**src/inc/encoder_spi_pkg.sv**
```systemverilog
// Notes on behaviour
// - Mode 3 link: clock idles high, both ends sample data on rising edge.
// - Four wires: master clock, master data in, slave data out, chip select low.
// - Every frame is exactly sixteen bits; decoding uses that fixed length.
// - Response to previous command shifts out while the next command shifts in.
// - Rate limit 3 bits resets 0; lines per turn code 10 bits resets 1023.
// - Zero position 16 bits resets 0; rotation sense bit resets 1 (forward).
// - Index pulse width and phase, 2 bits each, both reset 0.
// - High field threshold 3 bits resets 7; low field threshold resets 0.
// - Gain adjust 8 bits resets 2; X reduce resets 0, Y reduce resets 1.
// - Read: opcode, 6-bit address, zeros; next frame returns value then zero byte.
// - Write: opcode 10, address, value, MSB first; next frame echoes new value.
// - Command 0xe802 sets write lock; reads and writes refused until reset.
package encoder_spi_pkg;

    // Frame shape and commands
    localparam logic [3:0]  FRAME_LAST = 4'hf;
    localparam logic [1:0]  OP_READ    = 2'h1;
    localparam logic [1:0]  OP_WRITE   = 2'h2;
    localparam logic [15:0] LOCK_CMD   = 16'he802;
    localparam logic [7:0]  PAD_BYTE   = 8'h00;

    // Pin synchroniser lanes and idle levels
    localparam int         SCLK_IDX  = 0;
    localparam int         MOSI_IDX  = 1;
    localparam int         CS_IDX    = 2;
    localparam logic [2:0] SYNC_IDLE = 3'h7;

    // Serial register addresses
    localparam logic [5:0] A_ZERO_LO  = 6'h00;
    localparam logic [5:0] A_ZERO_HI  = 6'h01;
    localparam logic [5:0] A_RATE     = 6'h02;
    localparam logic [5:0] A_LINES_HI = 6'h03;
    localparam logic [5:0] A_LINES_LO = 6'h04;
    localparam logic [5:0] A_DIR      = 6'h05;
    localparam logic [5:0] A_INDEX    = 6'h06;
    localparam logic [5:0] A_FIELD    = 6'h07;
    localparam logic [5:0] A_GAIN     = 6'h08;
    localparam logic [5:0] A_TRIM     = 6'h09;

    // Bus register byte offsets
    localparam logic [4:0] OFF_STATUS = 5'h00;
    localparam logic [4:0] OFF_MASK   = 5'h04;
    localparam logic [4:0] OFF_ANGLE  = 5'h08;
    localparam logic [4:0] OFF_STATE  = 5'h0c;
    localparam logic [4:0] OFF_CFG0   = 5'h10;
    localparam logic [4:0] OFF_CFG1   = 5'h14;

    // Status bits
    localparam int ST_FRAME  = 0;
    localparam int ST_WRITE  = 1;
    localparam int ST_LOCK   = 2;
    localparam int ST_REFUSE = 3;
    localparam int STAT_W    = 4;

    typedef struct packed {
        logic [2:0]  incremental_rate_limit;
        logic [7:0]  sensitivity_gain_adjust;
        logic        reduce_x;
        logic        reduce_y;
        logic [2:0]  field_high;
        logic [2:0]  field_low;
        logic [9:0]  lines_per_turn_code;
        logic        rotation_forward;
        logic [15:0] zero_position;
        logic [1:0]  index_pulse_width;
        logic [1:0]  index_pulse_phase;
    } cfg_t;

    localparam cfg_t CFG_RESET = '{
        incremental_rate_limit:  3'h0,
        sensitivity_gain_adjust: 8'h02,
        reduce_x:                1'h0,
        reduce_y:                1'h1,
        field_high:              3'h7,
        field_low:               3'h0,
        lines_per_turn_code:     10'h3ff,
        rotation_forward:        1'h1,
        zero_position:           16'h0000,
        index_pulse_width:       2'h0,
        index_pulse_phase:       2'h0
    };

endpackage

```
**src/hw/angle_encoder_spi_config_port.sv**
```systemverilog
`timescale 1ns/10ps
module angle_encoder_spi_config_port (
    input  wire logic                 clk_in,               // 250 MHz core clock
    input  wire logic                 rst_in,               // Sync reset, active high
    input  wire logic                 ce_in,                // Clock enable, freezes state
    input  wire logic                 sclk_in,              // Serial clock from master
    input  wire logic                 mosi_in,              // Serial data from master
    input  wire logic                 chip_select_low_in,   // Frame select, active low
    output logic                      miso_out,             // Serial data to master
    output logic                      miso_oe_out,          // High while driving miso
    input  wire logic [4:0]           avs_address_in,       // Byte address
    input  wire logic                 avs_read_in,          // Read request
    input  wire logic                 avs_write_in,         // Write request
    input  wire logic [31:0]          avs_writedata_in,     // Write data
    input  wire logic [3:0]           avs_byteenable_in,    // Byte lanes
    output logic [31:0]               avs_readdata_out,     // Read data
    output logic                      avs_waitrequest_out,  // Stall
    output logic                      irq_out,              // Level interrupt
    output logic                      config_write_lock_out, // Lock state
    output encoder_spi_pkg::cfg_t     cfg_out               // Live configuration
);

    // Serial register readback
    function automatic logic [7:0] reg_read(encoder_spi_pkg::cfg_t c, logic [5:0] a);
        case (a)
            encoder_spi_pkg::A_ZERO_LO:  reg_read = c.zero_position[7:0];
            encoder_spi_pkg::A_ZERO_HI:  reg_read = c.zero_position[15:8];
            encoder_spi_pkg::A_RATE:     reg_read = {5'h00, c.incremental_rate_limit};
            encoder_spi_pkg::A_LINES_HI: reg_read = {6'h00, c.lines_per_turn_code[9:8]};
            encoder_spi_pkg::A_LINES_LO: reg_read = c.lines_per_turn_code[7:0];
            encoder_spi_pkg::A_DIR:      reg_read = {7'h00, c.rotation_forward};
            encoder_spi_pkg::A_INDEX:    reg_read = {4'h0, c.index_pulse_phase,
                                                     c.index_pulse_width};
            encoder_spi_pkg::A_FIELD:    reg_read = {2'h0, c.field_high, c.field_low};
            encoder_spi_pkg::A_GAIN:     reg_read = c.sensitivity_gain_adjust;
            encoder_spi_pkg::A_TRIM:     reg_read = {6'h00, c.reduce_y, c.reduce_x};
            default:                     reg_read = 8'h00;
        endcase
    endfunction

    // Serial register update
    function automatic encoder_spi_pkg::cfg_t reg_write(encoder_spi_pkg::cfg_t c,
                                                        logic [5:0] a, logic [7:0] d);
        reg_write = c;
        case (a)
            encoder_spi_pkg::A_ZERO_LO:  reg_write.zero_position[7:0] = d;
            encoder_spi_pkg::A_ZERO_HI:  reg_write.zero_position[15:8] = d;
            encoder_spi_pkg::A_RATE:     reg_write.incremental_rate_limit = d[2:0];
            encoder_spi_pkg::A_LINES_HI: reg_write.lines_per_turn_code[9:8] = d[1:0];
            encoder_spi_pkg::A_LINES_LO: reg_write.lines_per_turn_code[7:0] = d;
            encoder_spi_pkg::A_DIR:      reg_write.rotation_forward = d[0];
            encoder_spi_pkg::A_INDEX: begin
                reg_write.index_pulse_width = d[1:0];
                reg_write.index_pulse_phase = d[3:2];
            end
            encoder_spi_pkg::A_FIELD: begin
                reg_write.field_low  = d[2:0];
                reg_write.field_high = d[5:3];
            end
            encoder_spi_pkg::A_GAIN:     reg_write.sensitivity_gain_adjust = d;
            encoder_spi_pkg::A_TRIM: begin
                reg_write.reduce_x = d[0];
                reg_write.reduce_y = d[1];
            end
            default: reg_write = c;
        endcase
    endfunction

    // Byte-lane merge for bus writes
    function automatic logic [31:0] be_merge(logic [31:0] o, logic [31:0] n, logic [3:0] be);
        for (int i = 0; i < 4; i++) begin
            be_merge[i*8 +: 8] = be[i] ? n[i*8 +: 8] : o[i*8 +: 8];
        end
    endfunction

    logic [2:0]  s1_reg, s2_reg, s3_reg, lvl_reg;
    logic [2:0]  s1_next, s2_next, s3_next, lvl_next;
    logic        sclk_rise, sclk_fall, cs_fall, cs_high;
    logic [3:0]  bit_cnt_reg, bit_cnt_next;
    logic        active_reg, active_next;
    logic [15:0] rx_reg, rx_next, tx_reg, tx_next, resp_reg, resp_next;
    logic        miso_next, miso_oe_next;
    logic        frame_end;
    logic [15:0] word;
    encoder_spi_pkg::cfg_t cfg_reg, cfg_next;
    logic        lock_reg, lock_next;
    logic [encoder_spi_pkg::STAT_W-1:0] events;
    logic [encoder_spi_pkg::STAT_W-1:0] status_reg, status_next, mask_reg, mask_next;
    logic [15:0] angle_reg, angle_next;
    logic        wait_reg, wait_next, irq_next;
    logic [31:0] rdata_reg, rdata_next;
    logic [31:0] mask_merge, angle_merge;

    // Pin synchroniser: three stages, level updates when stages two and three agree
    always_comb begin
        s1_next  = {chip_select_low_in, mosi_in, sclk_in};
        s2_next  = s1_reg;
        s3_next  = s2_reg;
        lvl_next = lvl_reg;
        for (int i = 0; i < 3; i++) begin
            if (s2_reg[i] == s3_reg[i]) begin
                lvl_next[i] = s3_reg[i];
            end
        end
        sclk_rise = ce_in && !lvl_reg[encoder_spi_pkg::SCLK_IDX]
                    && lvl_next[encoder_spi_pkg::SCLK_IDX];
        sclk_fall = ce_in && lvl_reg[encoder_spi_pkg::SCLK_IDX]
                    && !lvl_next[encoder_spi_pkg::SCLK_IDX];
        cs_fall   = ce_in && lvl_reg[encoder_spi_pkg::CS_IDX]
                    && !lvl_next[encoder_spi_pkg::CS_IDX];
        cs_high   = lvl_next[encoder_spi_pkg::CS_IDX];
    end

    always_ff @(posedge clk_in) begin
        if (rst_in) begin
            s1_reg  <= encoder_spi_pkg::SYNC_IDLE;
            s2_reg  <= encoder_spi_pkg::SYNC_IDLE;
            s3_reg  <= encoder_spi_pkg::SYNC_IDLE;
            lvl_reg <= encoder_spi_pkg::SYNC_IDLE;
        end else if (ce_in) begin
            s1_reg  <= s1_next;
            s2_reg  <= s2_next;
            s3_reg  <= s3_next;
            lvl_reg <= lvl_next;
        end
    end

    // Frame shifter, command decode and configuration store
    always_comb begin
        bit_cnt_next = bit_cnt_reg;
        active_next  = active_reg;
        rx_next      = rx_reg;
        tx_next      = tx_reg;
        resp_next    = resp_reg;
        miso_next    = miso_out;
        miso_oe_next = miso_oe_out;
        cfg_next     = cfg_reg;
        lock_next    = lock_reg;
        events       = '0;
        frame_end    = 1'b0;
        word         = {rx_reg[14:0], lvl_next[encoder_spi_pkg::MOSI_IDX]};
        if (cs_high) begin
            bit_cnt_next = '0;
            active_next  = 1'b0;
            miso_oe_next = 1'b0;
        end else if (cs_fall) begin
            tx_next      = resp_reg;
            miso_next    = resp_reg[15];
            miso_oe_next = 1'b1;
            bit_cnt_next = '0;
            active_next  = 1'b1;
        end else begin
            if (sclk_fall && active_reg) begin
                miso_next = tx_reg[15];
                tx_next   = {tx_reg[14:0], 1'b0};
            end
            if (sclk_rise && active_reg) begin
                rx_next = word;
                if (bit_cnt_reg == encoder_spi_pkg::FRAME_LAST) begin
                    frame_end   = 1'b1;
                    active_next = 1'b0;
                end else begin
                    bit_cnt_next = bit_cnt_reg + 4'h1;
                end
            end
        end
        if (frame_end) begin
            events[encoder_spi_pkg::ST_FRAME] = 1'b1;
            resp_next = angle_reg;
            if (word == encoder_spi_pkg::LOCK_CMD) begin
                lock_next = 1'b1;
                events[encoder_spi_pkg::ST_LOCK] = 1'b1;
            end else if (word[15:14] == encoder_spi_pkg::OP_WRITE) begin
                if (lock_reg) begin
                    events[encoder_spi_pkg::ST_REFUSE] = 1'b1;
                end else begin
                    cfg_next  = reg_write(cfg_reg, word[13:8], word[7:0]);
                    resp_next = {reg_read(cfg_next, word[13:8]), encoder_spi_pkg::PAD_BYTE};
                    events[encoder_spi_pkg::ST_WRITE] = 1'b1;
                end
            end else if (word[15:14] == encoder_spi_pkg::OP_READ) begin
                if (lock_reg) begin
                    events[encoder_spi_pkg::ST_REFUSE] = 1'b1;
                end else begin
                    resp_next = {reg_read(cfg_reg, word[13:8]), encoder_spi_pkg::PAD_BYTE};
                end
            end
        end
    end

    always_ff @(posedge clk_in) begin
        if (rst_in) begin
            bit_cnt_reg           <= '0;
            active_reg            <= 1'b0;
            rx_reg                <= '0;
            tx_reg                <= '0;
            resp_reg              <= '0;
            miso_out              <= 1'b0;
            miso_oe_out           <= 1'b0;
            cfg_reg               <= encoder_spi_pkg::CFG_RESET;
            cfg_out               <= encoder_spi_pkg::CFG_RESET;
            lock_reg              <= 1'b0;
            config_write_lock_out <= 1'b0;
        end else if (ce_in) begin
            bit_cnt_reg           <= bit_cnt_next;
            active_reg            <= active_next;
            rx_reg                <= rx_next;
            tx_reg                <= tx_next;
            resp_reg              <= resp_next;
            miso_out              <= miso_next;
            miso_oe_out           <= miso_oe_next;
            cfg_reg               <= cfg_next;
            cfg_out               <= cfg_next;
            lock_reg              <= lock_next;
            config_write_lock_out <= lock_next;
        end
    end

    // Bus slave: one wait cycle, then answer; status cleared by its read
    always_comb begin
        wait_next   = 1'b1;
        rdata_next  = rdata_reg;
        mask_next   = mask_reg;
        angle_next  = angle_reg;
        status_next = status_reg;
        mask_merge  = be_merge(32'(mask_reg), avs_writedata_in, avs_byteenable_in);
        angle_merge = be_merge(32'(angle_reg), avs_writedata_in, avs_byteenable_in);
        if ((avs_read_in || avs_write_in) && wait_reg) begin
            wait_next  = 1'b0;
            rdata_next = '0;
            case (avs_address_in)
                encoder_spi_pkg::OFF_STATUS: rdata_next = 32'(status_reg);
                encoder_spi_pkg::OFF_MASK:   rdata_next = 32'(mask_reg);
                encoder_spi_pkg::OFF_ANGLE:  rdata_next = 32'(angle_reg);
                encoder_spi_pkg::OFF_STATE:  rdata_next = 32'({bit_cnt_reg, active_reg,
                                                               lock_reg});
                encoder_spi_pkg::OFF_CFG0:   rdata_next = 32'({cfg_reg.rotation_forward,
                                                               cfg_reg.incremental_rate_limit,
                                                               cfg_reg.lines_per_turn_code,
                                                               cfg_reg.zero_position});
                encoder_spi_pkg::OFF_CFG1:   rdata_next = 32'({cfg_reg.field_high,
                                                               cfg_reg.field_low,
                                                               cfg_reg.index_pulse_phase,
                                                               cfg_reg.index_pulse_width,
                                                               cfg_reg.reduce_y,
                                                               cfg_reg.reduce_x,
                                                               cfg_reg.sensitivity_gain_adjust});
                default:                     rdata_next = '0;
            endcase
        end
        if (!wait_reg && avs_read_in && avs_address_in == encoder_spi_pkg::OFF_STATUS) begin
            status_next = status_reg & ~rdata_reg[encoder_spi_pkg::STAT_W-1:0];
        end
        if (!wait_reg && avs_write_in) begin
            if (avs_address_in == encoder_spi_pkg::OFF_MASK) begin
                mask_next = mask_merge[encoder_spi_pkg::STAT_W-1:0];
            end
            if (avs_address_in == encoder_spi_pkg::OFF_ANGLE) begin
                angle_next = angle_merge[15:0];
            end
        end
        status_next = status_next | events;
        irq_next    = |(status_next & mask_next);
    end

    always_ff @(posedge clk_in) begin
        if (rst_in) begin
            wait_reg            <= 1'b1;
            avs_waitrequest_out <= 1'b1;
            rdata_reg           <= '0;
            avs_readdata_out    <= '0;
            mask_reg            <= '0;
            angle_reg           <= '0;
            status_reg          <= '0;
            irq_out             <= 1'b0;
        end else if (ce_in) begin
            wait_reg            <= wait_next;
            avs_waitrequest_out <= wait_next;
            rdata_reg           <= rdata_next;
            avs_readdata_out    <= rdata_next;
            mask_reg            <= mask_next;
            angle_reg           <= angle_next;
            status_reg          <= status_next;
            irq_out             <= irq_next;
        end
    end
endmodule

```
**config.mk**
```make
export PLATFORM = sky130hd
export DESIGN_NAME = angle_encoder_spi_config_port
export DESIGN_NICKNAME = d
export VERILOG_FILES = /design/src/inc/encoder_spi_pkg.sv /design/src/hw/angle_encoder_spi_config_port.sv
export SDC_FILE = /design/constraint.sdc
export NUM_CORES = 1
export LEC_CHECK = 0
export BUFFER_PORTS_ARGS = -buffer_cell sky130_fd_sc_hd__buf_2
export CORE_ASPECT_RATIO = 0.7
export CORE_MARGIN = 3
export CORE_UTILIZATION = 40
export CTS_CLUSTER_DIAMETER = 40
export CTS_CLUSTER_SIZE = 8
export DETAILED_ROUTE_END_ITERATION = 8
export PLACE_DENSITY = 0.64
export SYNTH_ARGS = -nofsm -noshare
export SYNTH_HDL_FRONTEND = slang
export SYNTH_SLANG_ARGS = --single-unit
```
**constraint.sdc**
```tcl
create_clock -name clk_in -period 2 [get_ports clk_in]
set_input_delay 0.1 -clock clk_in [delete_from_list [all_inputs] [get_ports clk_in]]
set_output_delay 0.1 -clock clk_in [all_outputs]
set_load 0.01 [all_outputs]
```
Word level (Yosys, flattened, before mapping)
Index checks and enable logic that the tools add are counted.
{"block": "word_totals", "regBits": 175, "latch_bits": 0, "mem_bits_rw": 0, "mem_bits_ro": 0, "inputBits": 49, "output_inout_bits": 87, "word_cells": 149, "n_memories": 0}
{"block": "classes", "add_sub_neg": 1, "n_mul": 0, "n_div": 0, "n_lt_le_gt_ge": 0, "n_eq_ne": 22, "shifts": 0, "n_mux": 53, "bitwise_logic": 8, "reduce_logical": 35}
{"cell": "one-hot mux 30 bit (6 select lines)", "n": 1}
{"cell": "one-hot mux 8 bit (10 select lines)", "n": 2}
{"cell": "2-to-1 mux 16 bit", "n": 7}
{"cell": "2-to-1 mux 4 bit", "n": 10}
{"cell": "2-to-1 mux 8 bit", "n": 4}
{"cell": "2-to-1 mux 1 bit", "n": 25}
{"cell": "equality test 6 x 3 -> 1 bit (second input constant)", "n": 4}
{"cell": "equality test 16 bit (second input constant)", "n": 1}
{"cell": "equality test 6 x 2 -> 1 bit (second input constant)", "n": 2}
{"cell": "equality test 6 x 4 -> 1 bit (second input constant)", "n": 2}
{"cell": "logical AND 1 bit", "n": 12}
{"cell": "AND reduction 3 bit", "n": 4}
{"cell": "AND reduction 4 bit", "n": 3}
{"cell": "equality test 5 x 4 -> 1 bit (second input constant)", "n": 2}
{"cell": "equality test 5 bit (second input constant)", "n": 2}
{"cell": "AND 4 bit", "n": 2}
{"cell": "equality test 6 x 1 -> 1 bit (second input constant)", "n": 1}
{"cell": "zero test 6 bit", "n": 1}
{"cell": "2-to-1 mux 6 bit", "n": 1}
{"cell": "AND reduction 2 bit", "n": 3}
{"cell": "nonzero test 3 bit", "n": 2}
{"cell": "equality test 5 x 3 -> 1 bit (second input constant)", "n": 1}
{"cell": "zero test 5 bit", "n": 1}
{"cell": "AND reduction 5 bit", "n": 1}
{"cell": "15 further kinds", "n": 25}

Depth between registers and ports, before layout
{"block": "logic_depth", "ltp_word": 11, "ltp_mapped": 8, "mapped_depth_nobuf": 7}

Worst setup path after synthesis
OpenSTA, ideal clock, no wires.
{"block": "synth_timing", "path_type": "reg2reg", "start": "reg bit_cnt_reg[0]", "end": "reg cfg_reg[30] in the netlist's numbering", "t_arrival_ns": 1.887, "required_ns": 1.871, "slack_ns": -0.016, "stages_incl_launch_ff": 9, "n_path_buf": 1, "cell_sequence": "dfxtp_1 -> ha_1 -> and3_1 -> nand4_1 -> clkbuf_1 -> or3_1 -> nor2_1 -> mux2i_1 -> nand2_1"}
{"block": "synth_between", "elab_chain_cells": 6}
{"item": "start, declared", "line": "angle_encoder_spi_config_port.sv:79", "source": "logic [3:0] bit_cnt_reg, bit_cnt_next;"}
{"item": "start signal, assigned", "line": "angle_encoder_spi_config_port.sv:205", "source": "bit_cnt_reg <= bit_cnt_next;"}
{"item": "equality test 4 bit", "line": "angle_encoder_spi_config_port.sv:159", "source": "if (bit_cnt_reg == encoder_spi_pkg::FRAME_LAST) begin"}
{"item": "2-to-1 mux 1 bit", "line": "angle_encoder_spi_config_port.sv:159"}
{"item": "2-to-1 mux 1 bit", "line": "angle_encoder_spi_config_port.sv:157", "source": "if (sclk_rise && active_reg) begin"}
{"item": "2-to-1 mux 1 bit", "line": "angle_encoder_spi_config_port.sv:146", "source": "end else if (cs_fall) begin"}
{"item": "2-to-1 mux 1 bit", "line": "angle_encoder_spi_config_port.sv:142", "source": "if (cs_high) begin"}
{"item": "AND reduction 5 bit (no line)"}
{"item": "end signal, assigned", "line": "angle_encoder_spi_config_port.sv:200", "source": "cfg_reg <= encoder_spi_pkg::CFG_RESET;"}
{"item": "end signal, assigned", "line": "angle_encoder_spi_config_port.sv:212", "source": "cfg_reg <= cfg_next;"}
{"item": "end, declared", "line": "angle_encoder_spi_config_port.sv:85", "source": "encoder_spi_pkg::cfg_t cfg_reg, cfg_next;"}
No other way between the ends.
A chain may end at the register's enable or synchronous reset.

Worst setup path after layout
{"block": "layout_timing", "start": "reg rx_reg[12]", "end": "reg resp_reg[8]"}
{"block": "layout_between", "elab_chain_cells": 6, "word_cells_on_any_way": 28, "classes_between": "eq/ne: 10; mux: 17; reduce/logical: 1"}
{"item": "start, declared", "line": "angle_encoder_spi_config_port.sv:81", "source": "logic [15:0] rx_reg, rx_next, tx_reg, tx_next, resp_reg, resp_next;"}
{"item": "start signal, assigned", "line": "angle_encoder_spi_config_port.sv:207", "source": "rx_reg <= rx_next;"}
{"item": "equality test 6 x 4 -> 1 bit (tied with other cells)", "line": "angle_encoder_spi_config_port.sv:25, angle_encoder_spi_config_port.sv:45"}
{"item": "one-hot mux 8 bit (10 select lines) (tied with other cells)", "line": "angle_encoder_spi_config_port.sv:25", "source": "case (a)"}
{"item": "2-to-1 mux 16 bit / one-hot mux 8 bit (10 select lines) (equally long branches)", "line": "angle_encoder_spi_config_port.sv:182, angle_encoder_spi_config_port.sv:25"}
{"item": "2-to-1 mux 16 bit, on equally long branches", "line": "angle_encoder_spi_config_port.sv:181, angle_encoder_spi_config_port.sv:174"}
{"item": "2-to-1 mux 16 bit", "line": "angle_encoder_spi_config_port.sv:173", "source": "end else if (word[15:14] == encoder_spi_pkg::OP_WRITE) begin"}
{"item": "2-to-1 mux 16 bit (*)", "line": "angle_encoder_spi_config_port.sv:170", "source": "if (word == encoder_spi_pkg::LOCK_CMD) begin"}
{"item": "end signal, assigned", "line": "angle_encoder_spi_config_port.sv:209", "source": "resp_reg <= resp_next;"}
{"item": "end, declared", "line": "angle_encoder_spi_config_port.sv:81"}
Every way passes the cells marked *; elsewhere a longest branch is shown, timed or not.

==> results.yml <==
die:
  ios: 136
  core_area_um2: 18500
  die_h_um: 123
  dieArea_um2: 21200
  die_x_um: 173
  rows: 41
  start_util_pct: 42.0
finish:
  final_cells: 1361
  stdcell_area_um2: 10200
  final_util_pct: 55.1
  nNetsFinal: 1140
  syn_to_final_growth_pct: 31.2
  n_fill_cell: 1699
  drive_gt1_share_pct: 27.4
  largest_reg_flops: 50
  antenna_cells: 0
placement:
  place_congestion: 1.00
  placed_cell_area_um2: 9190
  post-place-cells: 1297
  io_buffers: 115
  hpwl_um: 19100
critical_path:
  startpoint: "rx_reg[12]$_SDFFE_PP0P_"
  rrSetupSlack_ps: 50
  crit_slowest_cell: "or4b_4"
  critical-path-max-stage-delay_ps: 580
  critPathKind: "register to register"
  path_max_fanout: 5
  endpoint_kind: "register"
  path_buf_inv: 1
  crit_chain: "or4b_4 -> nor3_4 -> buf_6 -> a22oi_2 -> nand4_1 -> nand3_2 -> a211oi_2"
  critPathTopFamily: "simple AND/OR/NAND/NOR gates"
  rr_worst_depth: 7
  r2r_end: "resp_reg[8]$_SDFFE_PP0N_"
  cp-start-kind: "register"
  reg2reg_from: "rx_reg[12]$_SDFFE_PP0P_"
  crit_path_end: "resp_reg[8]$_SDFFE_PP0N_"
  cp.depth: 7
  crit_required_ps: 2350
  worstPathArrival_ps: 2300
yosys:
  synth.top_cell.area_share_pct: 44.5
  synth.area.top_cells: "dfxtp_1 45%, mux2i_1 12%, nand2_1 6.0%"
  synth_edf_count: 0
  netlist_area_um2: 7780
  synth_ff_type: "dfxtp_1"
  synth.avg_cell_area_um2: 8.64
  yosysWarnings: 0
  seq_area_frac_synth_pct: 44.5
  async_reset_ff_share_pct: 0
  synth-seq-cells: 173
  synth_area_leader_cell: "dfxtp_1"
  yosysUniqueCellTypes: 67
  syn_inst: 900
global_routing:
  grt_pass1_wl_um: 41300
  grt_pass1_vias: 7055
  antenna_found_initial: 1
  grt_start_max_net_pins: 58
  grt_overflow: 0
  grt.total_usage_pct: 25.1
clock_tree:
  htree_levels: 4
  cts_tree: "built"
  path_clk_slew_ps: 70
  clk_path_buf_depth: 2
  root_buffer: "clkbuf_16"
  clk-insertion-delay-late_ps: 430
  cts.sinks: 173
  numCtsBuffers: 17
timing:
  hold_viol: 0
  layout_min_cycle_time_ps: 1950
  rsz0062_at_grt: "yes"
  finalSetupTns_ps: 0
  maxSlewViolCount: 0
  slew-limit-headroom_pct: 65.9
  fmax_mhz: 512
  setup_viol: 0
  final.period_utilization_pct: 97.6
  worst_pin_slew_ps: 512
  fin_worst_skew_ps: 12.5
routing:
  wl_per_cell_um: 19.8
  firstDrtPassIters: 7
  postRouteAntennaNets: 0
  viasPerCell: 5.66
  drt_iter0_drc: 983
  vias: 7697
  routed_wl_um: 26900
  drc: 0
pwr:
  power.total_mw: 7.08
  p_leak_nw: 4.05
  power-per-cell-area_nw_per_um2: 694
  ir_drop_uv: 518
min_path:
  min_path_type: "input port to register"
outcome:
  status: "complete, no violations"
job:
  maxCapViolations: 0
-- stage by stage --
| step | setup WS (ps) | hold WS, ps |
|---|---|---|
| after floorplan | -13.1 | 228 |
| after global placement | -2.29 | 314 |
| after detailed placement | -29.4 | 325 |
| after CTS | 18.9 | 244 |
| after global routing | -25.6 | 276 |
| final | 48.0 | 257 |
-- worst min-delay path, delay by kind of cell --
kind	cells	cell delay [ps]
AO/OA/AOI/OAI	1	70
buffers and inverters	2	270
AND/OR/NAND/NOR	3	210
-- power breakdown --
group          switching [mW]  total, mW  internal [mW]
clock                    1.42       3.31           1.88
sequential             0.0159       3.48           3.46
combinational           0.180      0.296          0.116
-- cell usage after synthesis (3+ instances only) --
cell type	number
nand4_1	5
nor3_2	3
nor2_1	101
nor4_1	3
o21ai_0	17
and3_1	7
o22ai_1	5
a211oi_1	19
and4_1	5
a22oi_1	11
nor3_1	6
and2_1	5
nand2b_1	8
buf_2	11
dfxtp_1	173
a31oi_1	6
nand2_1	125
a2bb2oi_1	12
clkbuf_1	53
mux2i_1	95
nand3_1	42
mux2_2	4
a221oi_1	4
a21oi_1	90
o21ai_1	3
buf_1	6
nor2b_1	5
inv_1	9
a222oi_1	13
-- cell usage in the layout (no fill, tap or decap), types with 6 or more instances in the layout --
| cell type | Yosys | final |
|---|---|---|
| buf_2 | 11 | 114 |
| a22oi_1 | 11 | 10 |
| nand2_2 | 0 | 8 |
| o21ai_0 | 17 | 17 |
| dfxtp_1 | 173 | 167 |
| a31oi_1 | 6 | 6 |
| nand2b_1 | 8 | 8 |
| buf_4 | 2 | 95 |
| nor2_1 | 101 | 100 |
| a222oi_1 | 13 | 13 |
| clkbuf_16 | 0 | 17 |
| dlygate4sd3_1 | 0 | 22 |
| a2bb2oi_1 | 12 | 12 |
| dfxtp_2 | 0 | 6 |
| a211oi_1 | 19 | 18 |
| buf_12 | 0 | 6 |
| inv_1 | 9 | 9 |
| a21oi_1 | 90 | 89 |
| nand3_1 | 42 | 40 |
| mux2i_1 | 95 | 95 |
| nand2_1 | 125 | 117 |
-- what timing repair did --
action	CTS	global route
gates resized for setup	3	41
hold buffers	22	0
cloned	0	0
buffers inserted	1	9
endpoints found under the setup margin	16	56
hold endpoints to repair	30	0
pin swaps	1	19
-- cells by family (layout without fill, tap and decap cells) --
| family | Yosys count | in the layout | synth area share, % |
|---|---|---|---|
| adder cells (fa/ha/maj) | 3 | 3 | 0.418 |
| AO/OA/AOI/OAI | 202 | 202 | 16.8 |
| multiplexers | 101 | 101 | 13.4 |
| buffers and inverters | 81 | 283 | 4.18 |
| other | 1 | 2 | 0.0482 |
| AND/OR/NAND/NOR | 338 | 338 | 20.5 |
| flip-flops | 173 | 173 | 44.5 |
| XOR/XNOR | 1 | 1 | 0.113 |
-- metal layers --
metal	global-route usage, %	vias to the layer above	part of all wire (%)
li1	-	3606	-
met2	35.8	395	41
met3	7.51	36	12
met4	5.82	0	1.4
met5	0	-	0
met1	37.0	3660	46
-- area by class of cell --
type | instances | area (um2) | area share (%)
multi-input combinational | 647 | 4110 | 40.3
sequential | 173 | 3470 | 34.0
clock inverter | 12 | 134 | 1.31
tap | 258 | 323 | 3.16
inverter | 9 | 33.8 | 0.331
clock buffer | 20 | 447 | 4.38
timing repair buffer | 242 | 1680 | 16.5
-- worst min path at each step --
stage	startpoint	to	slack, ps	cells past startpoint
6_report	avs_address_in[3]	status_reg[1]$_SDFFE_PP0P_	260	6
5_1_grt	ce_in	s3_reg[2]$_SDFFE_PP1P_	280	3
4_1_cts	avs_address_in[3]	status_reg[1]$_SDFFE_PP0P_	240	6
3_5_place_dp	sclk_in	s1_reg[0]$_SDFFE_PP1P_	320	3
3_3_place_gp	sclk_in	s1_reg[0]$_SDFFE_PP1P_	310	3
2_1_floorplan	sclk_in	s1_reg[0]$_SDFFE_PP1P_	230	2
Note: power is estimated with default switching activity, not from simulation.
